<file path="src/shared/tmc_pkg.sv">
// Constants, field layouts and state records for the timer core.
// Assumes an 8-bit register port with a 6-bit byte address.
package tmc_pkg;

	// Address layout: [5] status page, [4:3] module, [2:0] register
	localparam int          ADDR_W     = 6;
	localparam logic [5:0]  ADDR_STAT  = 6'h20;
	localparam logic [2:0]  REG_CTRL0  = 3'h0;
	localparam logic [2:0]  REG_CTRL1  = 3'h1;
	localparam logic [2:0]  REG_CNT_LO = 3'h2;
	localparam logic [2:0]  REG_CNT_HI = 3'h3;
	localparam logic [2:0]  REG_CMPA_LO = 3'h4;
	localparam logic [2:0]  REG_CMPA_HI = 3'h5;
	localparam logic [2:0]  REG_CMPP_LO = 3'h6;
	localparam logic [2:0]  REG_CMPP_HI = 3'h7;

	// Control register 0 fields
	localparam int          C0_PAUSE   = 7;
	localparam int          C0_CKS_LSB = 4;
	localparam int          C0_ENABLE  = 3;
	localparam int          C0_CAPSRC  = 0;
	localparam logic [7:0]  C0_RMASK   = 8'hF9;
	// Control register 1 fields
	localparam int          C1_MODE_LSB = 6;
	localparam int          C1_IO_LSB  = 4;
	localparam int          C1_OC      = 3;
	localparam int          C1_POL     = 2;
	localparam int          C1_DPX     = 1;
	localparam int          C1_CCLR    = 0;
	localparam logic [7:0]  CTRL_RST   = 8'h00;

	// Clock select codes
	localparam logic [2:0]  CKS_SYS4   = 3'h0;
	localparam logic [2:0]  CKS_SYS    = 3'h1;
	localparam logic [2:0]  CKS_HI16   = 3'h2;
	localparam logic [2:0]  CKS_HI64   = 3'h3;
	localparam logic [2:0]  CKS_EXTR   = 3'h6;
	localparam logic [2:0]  CKS_EXTF   = 3'h7;

	// Prescaler terminal counts
	localparam logic [1:0]  SYS_DIV_TC = 2'h3;
	localparam logic [5:0]  HI16_MASK  = 6'h0F;
	localparam logic [5:0]  HI64_TC    = 6'h3F;

	// Pin function codes
	localparam logic [1:0]  IO_A       = 2'h0;
	localparam logic [1:0]  IO_B       = 2'h1;
	localparam logic [1:0]  IO_C       = 2'h2;
	localparam logic [1:0]  IO_D       = 2'h3;

	typedef enum logic [1:0] {
		TMC_MODE_CMP,
		TMC_MODE_CAP,
		TMC_MODE_PWM,
		TMC_MODE_TC
	} tmc_mode_t;

	// Register port request
	typedef struct packed {
		logic [5:0] addr;
		logic [7:0] wdata;
		logic       wr;
		logic       rd;
	} tmc_req_t;

	// Prescaled clock ticks, one bit per source
	typedef struct packed {
		logic sys4;
		logic sys;
		logic hi16;
		logic hi64;
		logic sub;
	} tmc_tick_t;

	// Whole state of one timer module
	typedef struct packed {
		logic [7:0]  ctrl0;
		logic [7:0]  ctrl1;
		logic [15:0] cnt;
		logic [15:0] cmpa;
		logic [15:0] cmpp;
		logic [7:0]  lo_buf;
		logic        en_d;
		logic        sp_run;
		logic        act;
		logic        pin;
		logic        pin_inv;
		logic        flag_a;
		logic        flag_p;
		logic        ck_s1;
		logic        ck_s2;
		logic        ck_d;
		logic        cp_s1;
		logic        cp_s2;
		logic        cp_d;
	} tmc_unit_st_t;

	// State of the top level
	typedef struct packed {
		logic [1:0] pre_sys;
		logic [5:0] pre_hi;
		logic [7:0] rdata;
	} tmc_top_st_t;

endpackage
</file>
<file path="src/rtl/tmc_core.sv">
// Four timer modules (one 16-bit standard, three 10-bit periodic)
// behind an 8-bit register port. Assumes pins already routed to the
// timers by the pin-sharing logic; high and subsidiary clocks arrive
// as one-cycle tick pulses synchronous to clk.
// How it works
// - Counter ticks from sys/4, sys, high/16, high/64, sub or ext pin.
// - External clock pin counts on rising or falling edge as selected.
// - Single pulse mode uses the external clock pin as trigger.
// - Capture pin edge: rising, falling or both, from pin function field.
// - Periodic modules may capture from their external clock pin instead.
// - Counter is compared with both comparators continuously for a match.
// - Separate interrupt request for comparator A and comparator P.
// - A compare match may clear the counter and change the output.
// - Compare output mode drives output low, high or toggles on match.
// - Output pins carry the PWM waveform in PWM mode.
// - Standard module has 16-bit counter, three periodic have 10-bit.
// - Only standard and periodic zero have an inverted output pin.
// - Each module offers PWM, single pulse, capture, compare, timer.
// - High bytes direct, low bytes through one 8-bit buffer.
// - Low byte write of a comparator only loads the buffer.
// - High byte write also copies the buffer into the low byte.
// - High byte read copies the live low byte into the buffer.
// - Low byte read returns the buffer, not the live low byte.
// - Standard comparator P is 8 bits against counter bits 15 to 8.
// - Enable rising resets the counter; clearing it holds the count.
`timescale 1ns/100ps

module tmc_unit #(
	parameter int W       = 10,
	parameter bit IS_STD  = 1'b0,
	parameter bit HAS_INV = 1'b0
) (
	// Clock and reset
	input  wire logic               clk,
	input  wire logic               rst_n,
	// Register access for this module
	input  wire logic [2:0]         reg_sel,
	input  wire logic               wr,
	input  wire logic               rd,
	input  wire logic [7:0]         wdata,
	output logic      [7:0]         rd_val,
	input  wire logic [1:0]         flag_clr,
	// Clock ticks and pins
	input  wire tmc_pkg::tmc_tick_t tick,
	input  wire logic               ext_clock_pin,
	input  wire logic               capture_pin,
	output logic                    timer_output_pin,
	output logic                    inverted_output_pin,
	output logic                    irq_a,
	output logic                    irq_p
);
	localparam logic [15:0] CMASK = 16'((17'h1 << W) - 17'h1);
	localparam logic [15:0] PMASK = IS_STD ? 16'h00FF : CMASK;

	tmc_pkg::tmc_unit_st_t st_r;
	tmc_pkg::tmc_unit_st_t st_nxt;

	tmc_pkg::tmc_mode_t mode;
	logic [2:0]  cks;
	logic [1:0]  io;
	logic        adv;
	logic        ck_rise;
	logic        ck_fall;
	logic        cap_in;
	logic        cap_prev;
	logic        cap_ev;
	logic [15:0] inc;
	logic        m_a;
	logic        m_p;
	logic        enable;
	logic        run;

	assign mode   = tmc_pkg::tmc_mode_t'(st_r.ctrl1[tmc_pkg::C1_MODE_LSB +: 2]);
	assign cks    = st_r.ctrl0[tmc_pkg::C0_CKS_LSB +: 3];
	assign io     = st_r.ctrl1[tmc_pkg::C1_IO_LSB +: 2];
	assign enable = st_r.ctrl0[tmc_pkg::C0_ENABLE];

	// Edge detect only on the second sync stage
	assign ck_rise = st_r.ck_s2 & ~st_r.ck_d;
	assign ck_fall = ~st_r.ck_s2 & st_r.ck_d;

	// Periodic modules may take capture from their clock pin
	assign cap_in = (!IS_STD && st_r.ctrl0[tmc_pkg::C0_CAPSRC]) ?
		st_r.ck_s2 : st_r.cp_s2;
	assign cap_prev = (!IS_STD && st_r.ctrl0[tmc_pkg::C0_CAPSRC]) ?
		st_r.ck_d : st_r.cp_d;

	// Capture edge choice
	always_comb
	begin
		case (io)
			tmc_pkg::IO_A: cap_ev = cap_in & ~cap_prev;
			tmc_pkg::IO_B: cap_ev = ~cap_in & cap_prev;
			tmc_pkg::IO_C: cap_ev = cap_in ^ cap_prev;
			default:       cap_ev = 1'b0;
		endcase
	end

	// Clock source choice; ext edges feed event counting
	always_comb
	begin
		case (cks)
			tmc_pkg::CKS_SYS4: adv = tick.sys4;
			tmc_pkg::CKS_SYS:  adv = tick.sys;
			tmc_pkg::CKS_HI16: adv = tick.hi16;
			tmc_pkg::CKS_HI64: adv = tick.hi64;
			tmc_pkg::CKS_EXTR: adv = ck_rise;
			tmc_pkg::CKS_EXTF: adv = ck_fall;
			default:           adv = tick.sub;
		endcase
	end

	// Single pulse counts only while its pulse is running
	assign run = enable & ~st_r.ctrl0[tmc_pkg::C0_PAUSE] & st_r.en_d &
		(!(mode == tmc_pkg::TMC_MODE_PWM && io == tmc_pkg::IO_D) ||
		st_r.sp_run);

	// Match is taken on the step into the compare value
	assign inc = (st_r.cnt + 16'h0001) & CMASK;
	assign m_a = run & adv & (inc == (st_r.cmpa & CMASK));
	assign m_p = run & adv & (IS_STD ?
		(inc[15:8] == st_r.cmpp[7:0] && inc[7:0] == 8'h00) :
		(inc == (st_r.cmpp & CMASK)));

	// Register read value, combinational; top registers it
	always_comb
	begin
		case (reg_sel)
			tmc_pkg::REG_CTRL0:   rd_val = st_r.ctrl0 & tmc_pkg::C0_RMASK;
			tmc_pkg::REG_CTRL1:   rd_val = st_r.ctrl1;
			tmc_pkg::REG_CNT_LO:  rd_val = st_r.lo_buf;
			tmc_pkg::REG_CNT_HI:  rd_val = st_r.cnt[15:8];
			tmc_pkg::REG_CMPA_LO: rd_val = st_r.lo_buf;
			tmc_pkg::REG_CMPA_HI: rd_val = st_r.cmpa[15:8];
			tmc_pkg::REG_CMPP_LO: rd_val = IS_STD ? st_r.cmpp[7:0] :
				st_r.lo_buf;
			tmc_pkg::REG_CMPP_HI: rd_val = st_r.cmpp[15:8];
			default:              rd_val = 8'h00;
		endcase
	end

	// Next state of the whole module
	always_comb
	begin
		st_nxt = st_r;
		// Two-stage synchronisers and edge history
		st_nxt.ck_s1 = ext_clock_pin;
		st_nxt.ck_s2 = st_r.ck_s1;
		st_nxt.ck_d  = st_r.ck_s2;
		st_nxt.cp_s1 = capture_pin;
		st_nxt.cp_s2 = st_r.cp_s1;
		st_nxt.cp_d  = cap_in;
		st_nxt.en_d  = enable;

		// Counting; off keeps the residual value
		if (enable && !st_r.en_d)
		begin
			st_nxt.cnt    = 16'h0000;
			st_nxt.sp_run = 1'b0;
			st_nxt.act    = 1'b0;
		end
		else if (run && adv)
		begin
			st_nxt.cnt = inc;
			if ((st_r.ctrl1[tmc_pkg::C1_CCLR] ? m_a : m_p) &&
				mode != tmc_pkg::TMC_MODE_CAP)
				st_nxt.cnt = 16'h0000;
		end

		// Output behaviour per mode
		case (mode)
			tmc_pkg::TMC_MODE_CMP:
			begin
				if (m_a)
				begin
					case (io)
						tmc_pkg::IO_B: st_nxt.act = 1'b0;
						tmc_pkg::IO_C: st_nxt.act = 1'b1;
						tmc_pkg::IO_D: st_nxt.act = ~st_r.act;
						default:       st_nxt.act = st_r.act;
					endcase
				end
				if (enable && !st_r.en_d)
					st_nxt.act = st_r.ctrl1[tmc_pkg::C1_OC];
			end
			tmc_pkg::TMC_MODE_PWM:
			begin
				if (io == tmc_pkg::IO_A)
					st_nxt.act = 1'b0;
				else if (io == tmc_pkg::IO_B)
					st_nxt.act = 1'b1;
				else if (io == tmc_pkg::IO_C)
				begin
					// Duty comparator ends the active part
					if (st_r.ctrl1[tmc_pkg::C1_DPX] ? m_p : m_a)
						st_nxt.act = 1'b0;
					else if (st_r.ctrl1[tmc_pkg::C1_DPX] ? m_a : m_p)
						st_nxt.act = 1'b1;
					else if (enable && !st_r.en_d)
						st_nxt.act = 1'b1;
				end
				else
				begin
					// Trigger edge on the clock pin starts a pulse
					if (enable && st_r.en_d && ck_rise && !st_r.sp_run)
					begin
						st_nxt.sp_run = 1'b1;
						st_nxt.act    = 1'b1;
						st_nxt.cnt    = 16'h0000;
					end
					else if (m_a)
					begin
						st_nxt.sp_run = 1'b0;
						st_nxt.act    = 1'b0;
					end
				end
			end
			default:
				st_nxt.act = st_r.act; // Timer mode leaves pin alone
		endcase

		// Register writes
		if (wr)
		begin
			case (reg_sel)
				tmc_pkg::REG_CTRL0:   st_nxt.ctrl0 = wdata & tmc_pkg::C0_RMASK;
				tmc_pkg::REG_CTRL1:   st_nxt.ctrl1 = wdata;
				tmc_pkg::REG_CMPA_LO: st_nxt.lo_buf = wdata;
				tmc_pkg::REG_CMPA_HI:
					st_nxt.cmpa = {wdata, st_r.lo_buf} & CMASK;
				tmc_pkg::REG_CMPP_LO:
				begin
					if (IS_STD)
						st_nxt.cmpp = {8'h00, wdata};
					else
						st_nxt.lo_buf = wdata;
				end
				tmc_pkg::REG_CMPP_HI:
					if (!IS_STD)
						st_nxt.cmpp = {wdata, st_r.lo_buf} & PMASK;
				default:
					st_nxt.ctrl0 = st_nxt.ctrl0; // Counter is read-only
			endcase
		end

		// High byte reads latch the live low byte
		if (rd)
		begin
			case (reg_sel)
				tmc_pkg::REG_CNT_HI:  st_nxt.lo_buf = st_r.cnt[7:0];
				tmc_pkg::REG_CMPA_HI: st_nxt.lo_buf = st_r.cmpa[7:0];
				tmc_pkg::REG_CMPP_HI:
					if (!IS_STD)
						st_nxt.lo_buf = st_r.cmpp[7:0];
				default:
					st_nxt.lo_buf = st_nxt.lo_buf;
			endcase
		end

		// Capture overrides a same-cycle software write to comparator A
		if (mode == tmc_pkg::TMC_MODE_CAP && enable && cap_ev)
			st_nxt.cmpa = st_r.cnt & CMASK;

		// Pending flags; a new event beats a same-cycle clear
		st_nxt.flag_a = (st_r.flag_a & ~flag_clr[0]) | m_a |
			(mode == tmc_pkg::TMC_MODE_CAP && enable && cap_ev);
		st_nxt.flag_p = (st_r.flag_p & ~flag_clr[1]) | m_p;

		// Pin drive, level set by polarity
		st_nxt.pin = (mode == tmc_pkg::TMC_MODE_PWM) ?
			~(st_nxt.act ^ st_r.ctrl1[tmc_pkg::C1_OC]) ^
			st_r.ctrl1[tmc_pkg::C1_POL] :
			st_nxt.act ^ st_r.ctrl1[tmc_pkg::C1_POL];
		st_nxt.pin_inv = HAS_INV ? ~st_nxt.pin : 1'b0;
	end

	// State register
	always_ff @(posedge clk or negedge rst_n)
	begin
		if (!rst_n)
			st_r <= '0;
		else
			st_r <= st_nxt;
	end

	assign timer_output_pin    = st_r.pin;
	assign inverted_output_pin = st_r.pin_inv;
	assign irq_a               = st_r.flag_a;
	assign irq_p               = st_r.flag_p;
endmodule

module tmc_core (
	// Clock and reset
	input  wire logic        clk,
	input  wire logic        rst_n,
	// Register port
	input  wire logic [5:0]  addr,
	input  wire logic [7:0]  wdata,
	input  wire logic        wr,
	input  wire logic        rd,
	output logic      [7:0]  rdata,
	// Internal clock ticks
	input  wire logic        hi_tick,
	input  wire logic        sub_tick,
	// Pins: index 0 standard, 1..3 periodic zero..two
	input  wire logic [3:0]  ext_clock_pin,
	input  wire logic [3:0]  capture_pin,
	output logic      [3:0]  timer_output_pin,
	output logic      [1:0]  inverted_output_pin,
	// Interrupt requests per module
	output logic      [3:0]  irq_a,
	output logic      [3:0]  irq_p
);
	tmc_pkg::tmc_top_st_t st_r;
	tmc_pkg::tmc_top_st_t st_nxt;
	tmc_pkg::tmc_tick_t   tick;
	tmc_pkg::tmc_req_t    req;

	logic [7:0] rd_val [4];
	logic [3:0] inv;
	logic [7:0] stat;
	logic       stat_sel;

	assign req      = '{addr: addr, wdata: wdata, wr: wr, rd: rd};
	assign stat_sel = (req.addr == tmc_pkg::ADDR_STAT);
	assign stat     = {irq_p[3], irq_a[3], irq_p[2], irq_a[2],
		irq_p[1], irq_a[1], irq_p[0], irq_a[0]};

	// Shared prescalers; each divider serves all four modules
	always_comb
	begin
		tick.sys4 = (st_r.pre_sys == tmc_pkg::SYS_DIV_TC);
		tick.sys  = 1'b1;
		tick.hi16 = hi_tick &&
			((st_r.pre_hi & tmc_pkg::HI16_MASK) == tmc_pkg::HI16_MASK);
		tick.hi64 = hi_tick && (st_r.pre_hi == tmc_pkg::HI64_TC);
		tick.sub  = sub_tick;
	end

	// Four modules: the first is the 16-bit standard one
	for (genvar i = 0; i < 4; i++)
	begin : g_tm
		logic [1:0] clr;
		assign clr = (req.wr && stat_sel) ? req.wdata[2*i +: 2] : 2'b00;
		tmc_unit #(
			.W       (i == 0 ? 16 : 10),
			.IS_STD  (i == 0),
			.HAS_INV (i < 2)
		) u_tm (
			.clk                 (clk),
			.rst_n               (rst_n),
			.reg_sel             (req.addr[2:0]),
			.wr                  (req.wr && !req.addr[5] &&
				req.addr[4:3] == 2'(i)),
			.rd                  (req.rd && !req.addr[5] &&
				req.addr[4:3] == 2'(i)),
			.wdata               (req.wdata),
			.rd_val              (rd_val[i]),
			.flag_clr            (clr),
			.tick                (tick),
			.ext_clock_pin       (ext_clock_pin[i]),
			.capture_pin         (capture_pin[i]),
			.timer_output_pin    (timer_output_pin[i]),
			.inverted_output_pin (inv[i]),
			.irq_a               (irq_a[i]),
			.irq_p               (irq_p[i])
		);
	end

	assign inverted_output_pin = inv[1:0];

	// Prescaler advance and read data capture
	always_comb
	begin
		st_nxt = st_r;
		st_nxt.pre_sys = st_r.pre_sys + 2'h1;
		if (hi_tick)
			st_nxt.pre_hi = st_r.pre_hi + 6'h01;
		// Unmapped reads return zero
		if (req.rd)
		begin
			if (stat_sel)
				st_nxt.rdata = stat;
			else if (!req.addr[5])
				st_nxt.rdata = rd_val[req.addr[4:3]];
			else
				st_nxt.rdata = 8'h00;
		end
	end

	// Top state register
	always_ff @(posedge clk or negedge rst_n)
	begin
		if (!rst_n)
			st_r <= '0;
		else
			st_r <= st_nxt;
	end

	assign rdata = st_r.rdata;
endmodule

</file>
<file path="config.mk">
export PLATFORM = sky130hd
export DESIGN_NAME = tmc_core
export DESIGN_NICKNAME = d
export VERILOG_FILES = /design/src/shared/tmc_pkg.sv /design/src/rtl/tmc_core.sv
export SDC_FILE = /design/constraint.sdc
export NUM_CORES = 1
export LEC_CHECK = 0
export ABC_AREA = 1
export BUFFER_PORTS_ARGS = -buffer_cell sky130_fd_sc_hd__buf_2
export CAP_MARGIN = 20
export CORE_UTILIZATION = 30
export CTS_CLUSTER_DIAMETER = 50
export DETAILED_ROUTE_END_ITERATION = 7
export PLACE_DENSITY = 0.45
export SETUP_SLACK_MARGIN = 0.15
export SLEW_MARGIN = 20
export SYNTH_ARGS = -nofsm -noshare
export SYNTH_HDL_FRONTEND = slang
export SYNTH_HIERARCHICAL = 1
export SYNTH_SLANG_ARGS = --single-unit
</file>
<file path="constraint.sdc">
create_clock -name clk -period 2.4 [get_ports clk]
set_clock_uncertainty 0.05 [all_clocks]
set_input_delay 0.24 -clock clk [delete_from_list [all_inputs] [get_ports clk]]
set_output_delay 0.24 -clock clk [all_outputs]
set_load 0.005 [all_outputs]
</file>
== After elaboration in Yosys (flattened, before gate mapping) ==
Cells that the tools add are included.
Widths: inputs -> output; s select.

* Equality and inequality tests: 66
* Bitwise logic cells: 115
* Add/subtract/negate cells: 6
* Reduce and logical (&&, ||, !) cells: 109
* Muxes and demuxes: 171
* $lt $le $gt $ge: 1

{| class="wikitable"
|+ Operators by type and width
! kind !! count
|-
| $mux 16 || 37
|-
| $mux 40 || 4
|-
| $pmux 8 s6 || 3
|-
| $mux 8 || 13
|-
| $pmux 8 s3 || 3
|-
| $mux 1 || 70
|-
| $eq 10x10->1 || 6
|-
| $mux 10 || 6
|-
| $pmux 8 s7 || 1
|-
| $logic_and 1x1->1 || 50
|-
| $and 1x1->1 || 48
|-
| $not 1->1 || 38
|-
| $eq 3x3->1 const B || 12
|-
| $mux 2 || 16
|-
| $reduce_and 2->1 || 16
|-
| $add 10x1->10 const B || 3
|-
| $eq 2x2->1 const B || 15
|-
| $eq 3x2->1 const B || 10
|-
| $pmux 1 s3 || 8
|-
| $pmux 1 s6 || 4
|-
| $eq 2x1->1 const B || 9
|-
| $logic_not 2->1 || 9
|-
| $add 16x1->16 const B || 1
|-
| $bmux 8 s2 || 1
|-
| 21 further kinds || 85
|}

* Output and inout bits: 22
* Logic and storage cells: 545
* Register bits: 320

== Longest topological paths before layout ==
* Depth in word-level cells: 19
* Mapped depth: 23
* Gate-level depth less buffers: 23

== Modules after synthesis ==
Netlist, hierarchy kept.

{| class="wikitable"
|+ By module, submodules not included
! module !! times used !! cells each !! area an instance (um2)
|-
| tmc_unit (g_tm[0].u_tm) || 1 || 665 || 4733.3
|-
| tmc_unit (g_tm[1].u_tm) || 1 || 608 || 4359.2
|-
| tmc_unit (g_tm[2].u_tm) || 1 || 598 || 4311.6
|-
| tmc_unit (g_tm[3].u_tm) || 1 || 572 || 4141.5
|-
| tmc_core || 1 || 222 || 1355.0
|}

== Least setup slack after synthesis ==
No wires, ideal clock.

* Path kind: flip-flop to flip-flop
* From: reg st_r[8] (netlist name)
* To: reg g_tm[0].u_tm/st_r[65] (netlist bit)
* Data arrival time: 2321 ps
* Path slack: -103 ps
* Buffers on the path: 0
* Clock period less this slack: 2503 ps
* Stages on the path, launching flop included: 19
* Cell sequence: dfrtp_1 > ha_1 > nand3_1 > nor3_1 > nand2_1 > nand3_1 > nand2_1 > nand2_1 > nand3_2 > inv_1 > nand3_1 > nor2_2 > nand3_4 > nand2_1 > nand3_1 > nand2_1 > inv_2 > a32oi_1 > nor2_1

{| class="wikitable"
|+ RTL lines
! element !! line !! RTL
|-
| end signal: assignment || tmc_core.sv:283 || <nowiki>st_r <= st_nxt;</nowiki>
|-
| end: declaration || tmc_core.sv:55 || <nowiki>tmc_pkg::tmc_unit_st_t st_r;</nowiki>
|}

==> results.tsv <==
stage	metric	value	unit
drt	routed vias	19000	
cts	H-tree depth	2	
power_and_ir_drop	Power Density	716	nW/um2
cts	clk buf depth	3	
setup_path	Worst Setup End Kind	flop	
sta	final hold violations	0	
grt	total gr overflow	0	
die	die height	253	um
power_and_ir_drop	combinational group share of total power	20.4	%
sta	setup total negative slack	-11.12	ns
power_and_ir_drop	switching pwr	5.89	mW
min_path	worst hold path type	in -> reg	
place	gpl congestion	0.897	
die	FP Rows	91	
sta	max frequency	368	MHz
place	detailed placement HPWL	52200	um
sta	minimum clock period	2.72	ns
sta	Final Slew Violations	0	
die	# IOs	50	
synthesis	Yosys warnings	6	
grt	vias in the first global route	18500	
drt	wire length on met1	32300	um
job	# Max-Cap Violations	0	
setup_path	crit-path cells	ha_4 -> nand3_4 -> buf_4 -> nor2_4 -> nand2_2 -> nand3_1 -> nand2_1 -> nand2_2 -> nand3_4 -> nor2_4 -> nand4_1 -> nand2_1 -> o211ai_1 -> nand2_2 -> buf_6 -> nor2_1 -> a21oi_1 -> nor2_1	
cts	clock root buffer	clkbuf_16	
die	Core ar.	61900	um2
setup_path	crit path DAT	3.16	ns
power_and_ir_drop	Sw Share	32.7	%
cts	clk_lat worst skew	0.61	ns
setup_path	Worst setup SP type	flop	
drt	final wirelength	70900	um
synthesis	Cells after Synth	2661	
drt	wire per inst	18.2	um
setup_path	most numerous cell on the critical path	nand2_2	
setup_path	CP Class	reg -> reg	
power_and_ir_drop	clock power share	44.5	%
synthesis	Syn Area/Cell	7.09	um2
drt	top layer in use	met5	
power_and_ir_drop	Int Power	12.1	mW
run_status	failing checks	negative setup slack	
setup_path	Req. time, crit path	2.84	ns
grt	largest net degree at the start of global routing	60	
setup_path	slowest CP cell	dfrtp_1	
finish	synthesis-to-layout area growth	33.1	%
sta	Hold Slack	0.0591	ns
finish	layout cells sized above 1	25.1	%
cts	CTS tree	yes	
drt	WL met2	32700	um
drt	initial DRC count	1305	
power_and_ir_drop	Worst VDD drop	0.000563	V
sta	final worst slack	-0.315	ns
place	Port Buffer Count	49	
run_status	status	finished with violations	
grt	antenna violations before repair	3	
sta	final setup violation count	56	
cts	Num CTS Buffers	56	
power_and_ir_drop	Seq pwr share	35.1	%
finish	Layout Utilization	40.6	%
drt	met3 WL	3820	um
power_and_ir_drop	Leak Pwr	12.2	nW
sta	fin crit share	113	%
sta	unrepaired setup endpoints after global routing	true	
die	Starting Density	30.5	%
sta	worst-margin pin slew	0.670	ns
synthesis	mapped cell area	18900	um2
setup_path	CP max stage delay	0.39	ns
finish	fin nets	3052	
drt	drc violations	0	
drt	final antenna-violating net count	0	
drt	via density per instance	4.88	
die	die area	63900	um2
cts	CTS Sinks	302	
die	Die Span X	253	um
cts	clk slew on worst S/H paths	0.06	ns
grt	first-pass GRT wire length	110000	um
setup_path	CP Max Fanout	4	
sta	relative slew slack	55.2	%
finish	diodes inserted	0	
drt	DRT Pass-1 Iters	5	
grt	gr usage total	22.4	%
[sequential cells by signal, indices dropped and copies added, names as in the netlist]
register,count
g_tm.u_tm/cap_in,1
g_tm.u_tm/cap_prev,1
g_tm.u_tm/cks,12
g_tm.u_tm/enable,4
g_tm.u_tm/inverted_output_pin,2
g_tm.u_tm/io,8
g_tm.u_tm/irq_a,4
g_tm.u_tm/irq_p,4
g_tm.u_tm/mode,8
g_tm.u_tm/st_nxt,12
g_tm.u_tm/st_r,226
g_tm.u_tm/timer_output_pin,4
rdata,8
st_r,8
[what timing repair did]
| item | in CTS | in global routing |
|---|---|---|
| pin swaps | 45 | 34 |
| endpoints found under the setup margin | 95 | 111 |
| setup buffers | 17 | 19 |
| hold buffers | 10 | 0 |
| endpoints found under the hold margin | 80 | 0 |
| resized for setup | 121 | 107 |
| cloned | 3 | 1 |
[through the flow]
stage / worst slack, ns / power [mW] / instances / instance area (um2)
global route: -0.504 / 18.9 / 3894 / 25100
CTS: -0.257 / 18.1 / 3874 / 24600
floorplan: -0.0224 / 8.27 / 2664 / 19000
finish: -0.315 / 18.0 / 3894 / 25100
global placement: -0.531 / 9.67 / 3738 / 22000
detailed placement: -0.558 / 9.72 / 3738 / 22000
[routing by layer]
metal | global-route usage (%) | vias to the layer above
met2 | 36.2 | 464
met1 | 30.4 | 9053
li1 | - | 9348
met3 | 3.61 | 116
met5 | 0 | -
met4 | 7.20 | 4
[placed cells by master, fill, tap and decap left out, drive strengths merged, types with 18 or more instances in the layout]
| cell | instances |
|---|---|
| nand3 | 194 |
| dfrtp | 302 |
| o22ai | 52 |
| buf | 358 |
| clkbuf | 65 |
| a22oi | 34 |
| o21ai | 262 |
| nand2 | 860 |
| nand4 | 18 |
| nor2 | 247 |
| inv | 399 |
| clkinv | 21 |
| a21oi | 68 |
[worst paths after layout]
kind                                        start                             to  slack (ns)  cells past startpoint
setup reg to reg                          st_r[8]          g_tm[1].u_tm/st_r[59]       -0.32                     18
hold / removal                           wdata[2]          g_tm[3].u_tm/st_r[71]        0.06                      3
max in group asynchronous                   rst_n          g_tm[3].u_tm/st_r[77]        1.36                      3
hold reg to reg            g_tm[3].u_tm/st_nxt[1]           g_tm[3].u_tm/st_r[1]        0.30                      0
setup / recovery                          st_r[8]          g_tm[1].u_tm/st_r[59]       -0.32                     18
min in group asynchronous                   rst_n  g_tm[2].u_tm/timer_output_pin        0.13                      2
[power groups by stage]
stage	sequential, mW	clock [mW]	combinational, mW
3_3_place_gp	6.35	0	3.32
3_5_place_dp	6.36	0	3.36
2_1_floorplan	6.21	0	2.06
5_1_grt	6.41	8.42	4.11
6_report	6.32	8.00	3.67
4_1_cts	6.30	8.21	3.57
[critical path: cells and delay by family, from the launching register on]
kind,cells,cell delay (ns)
AND/OR/NAND/NOR,13,1.42
flip-flops,1,0.39
AO/OA/AOI/OAI,2,0.29
buffers and inverters,2,0.28
adder cells (fa/ha/maj),1,0.16
[layout make-up]
type                            instances  area (um2)
Sequential cell                       302        7570
Tap cell                              837        1050
Inverter                              388        1470
Multi-Input combinational cell       1893       10200
Clock inverter                         41         399
Timing Repair Buffer                  368        2900
Clock buffer                           65        1500
Fill cell                            6401       36800
Note: power is estimated with default switching activity, not from simulation.
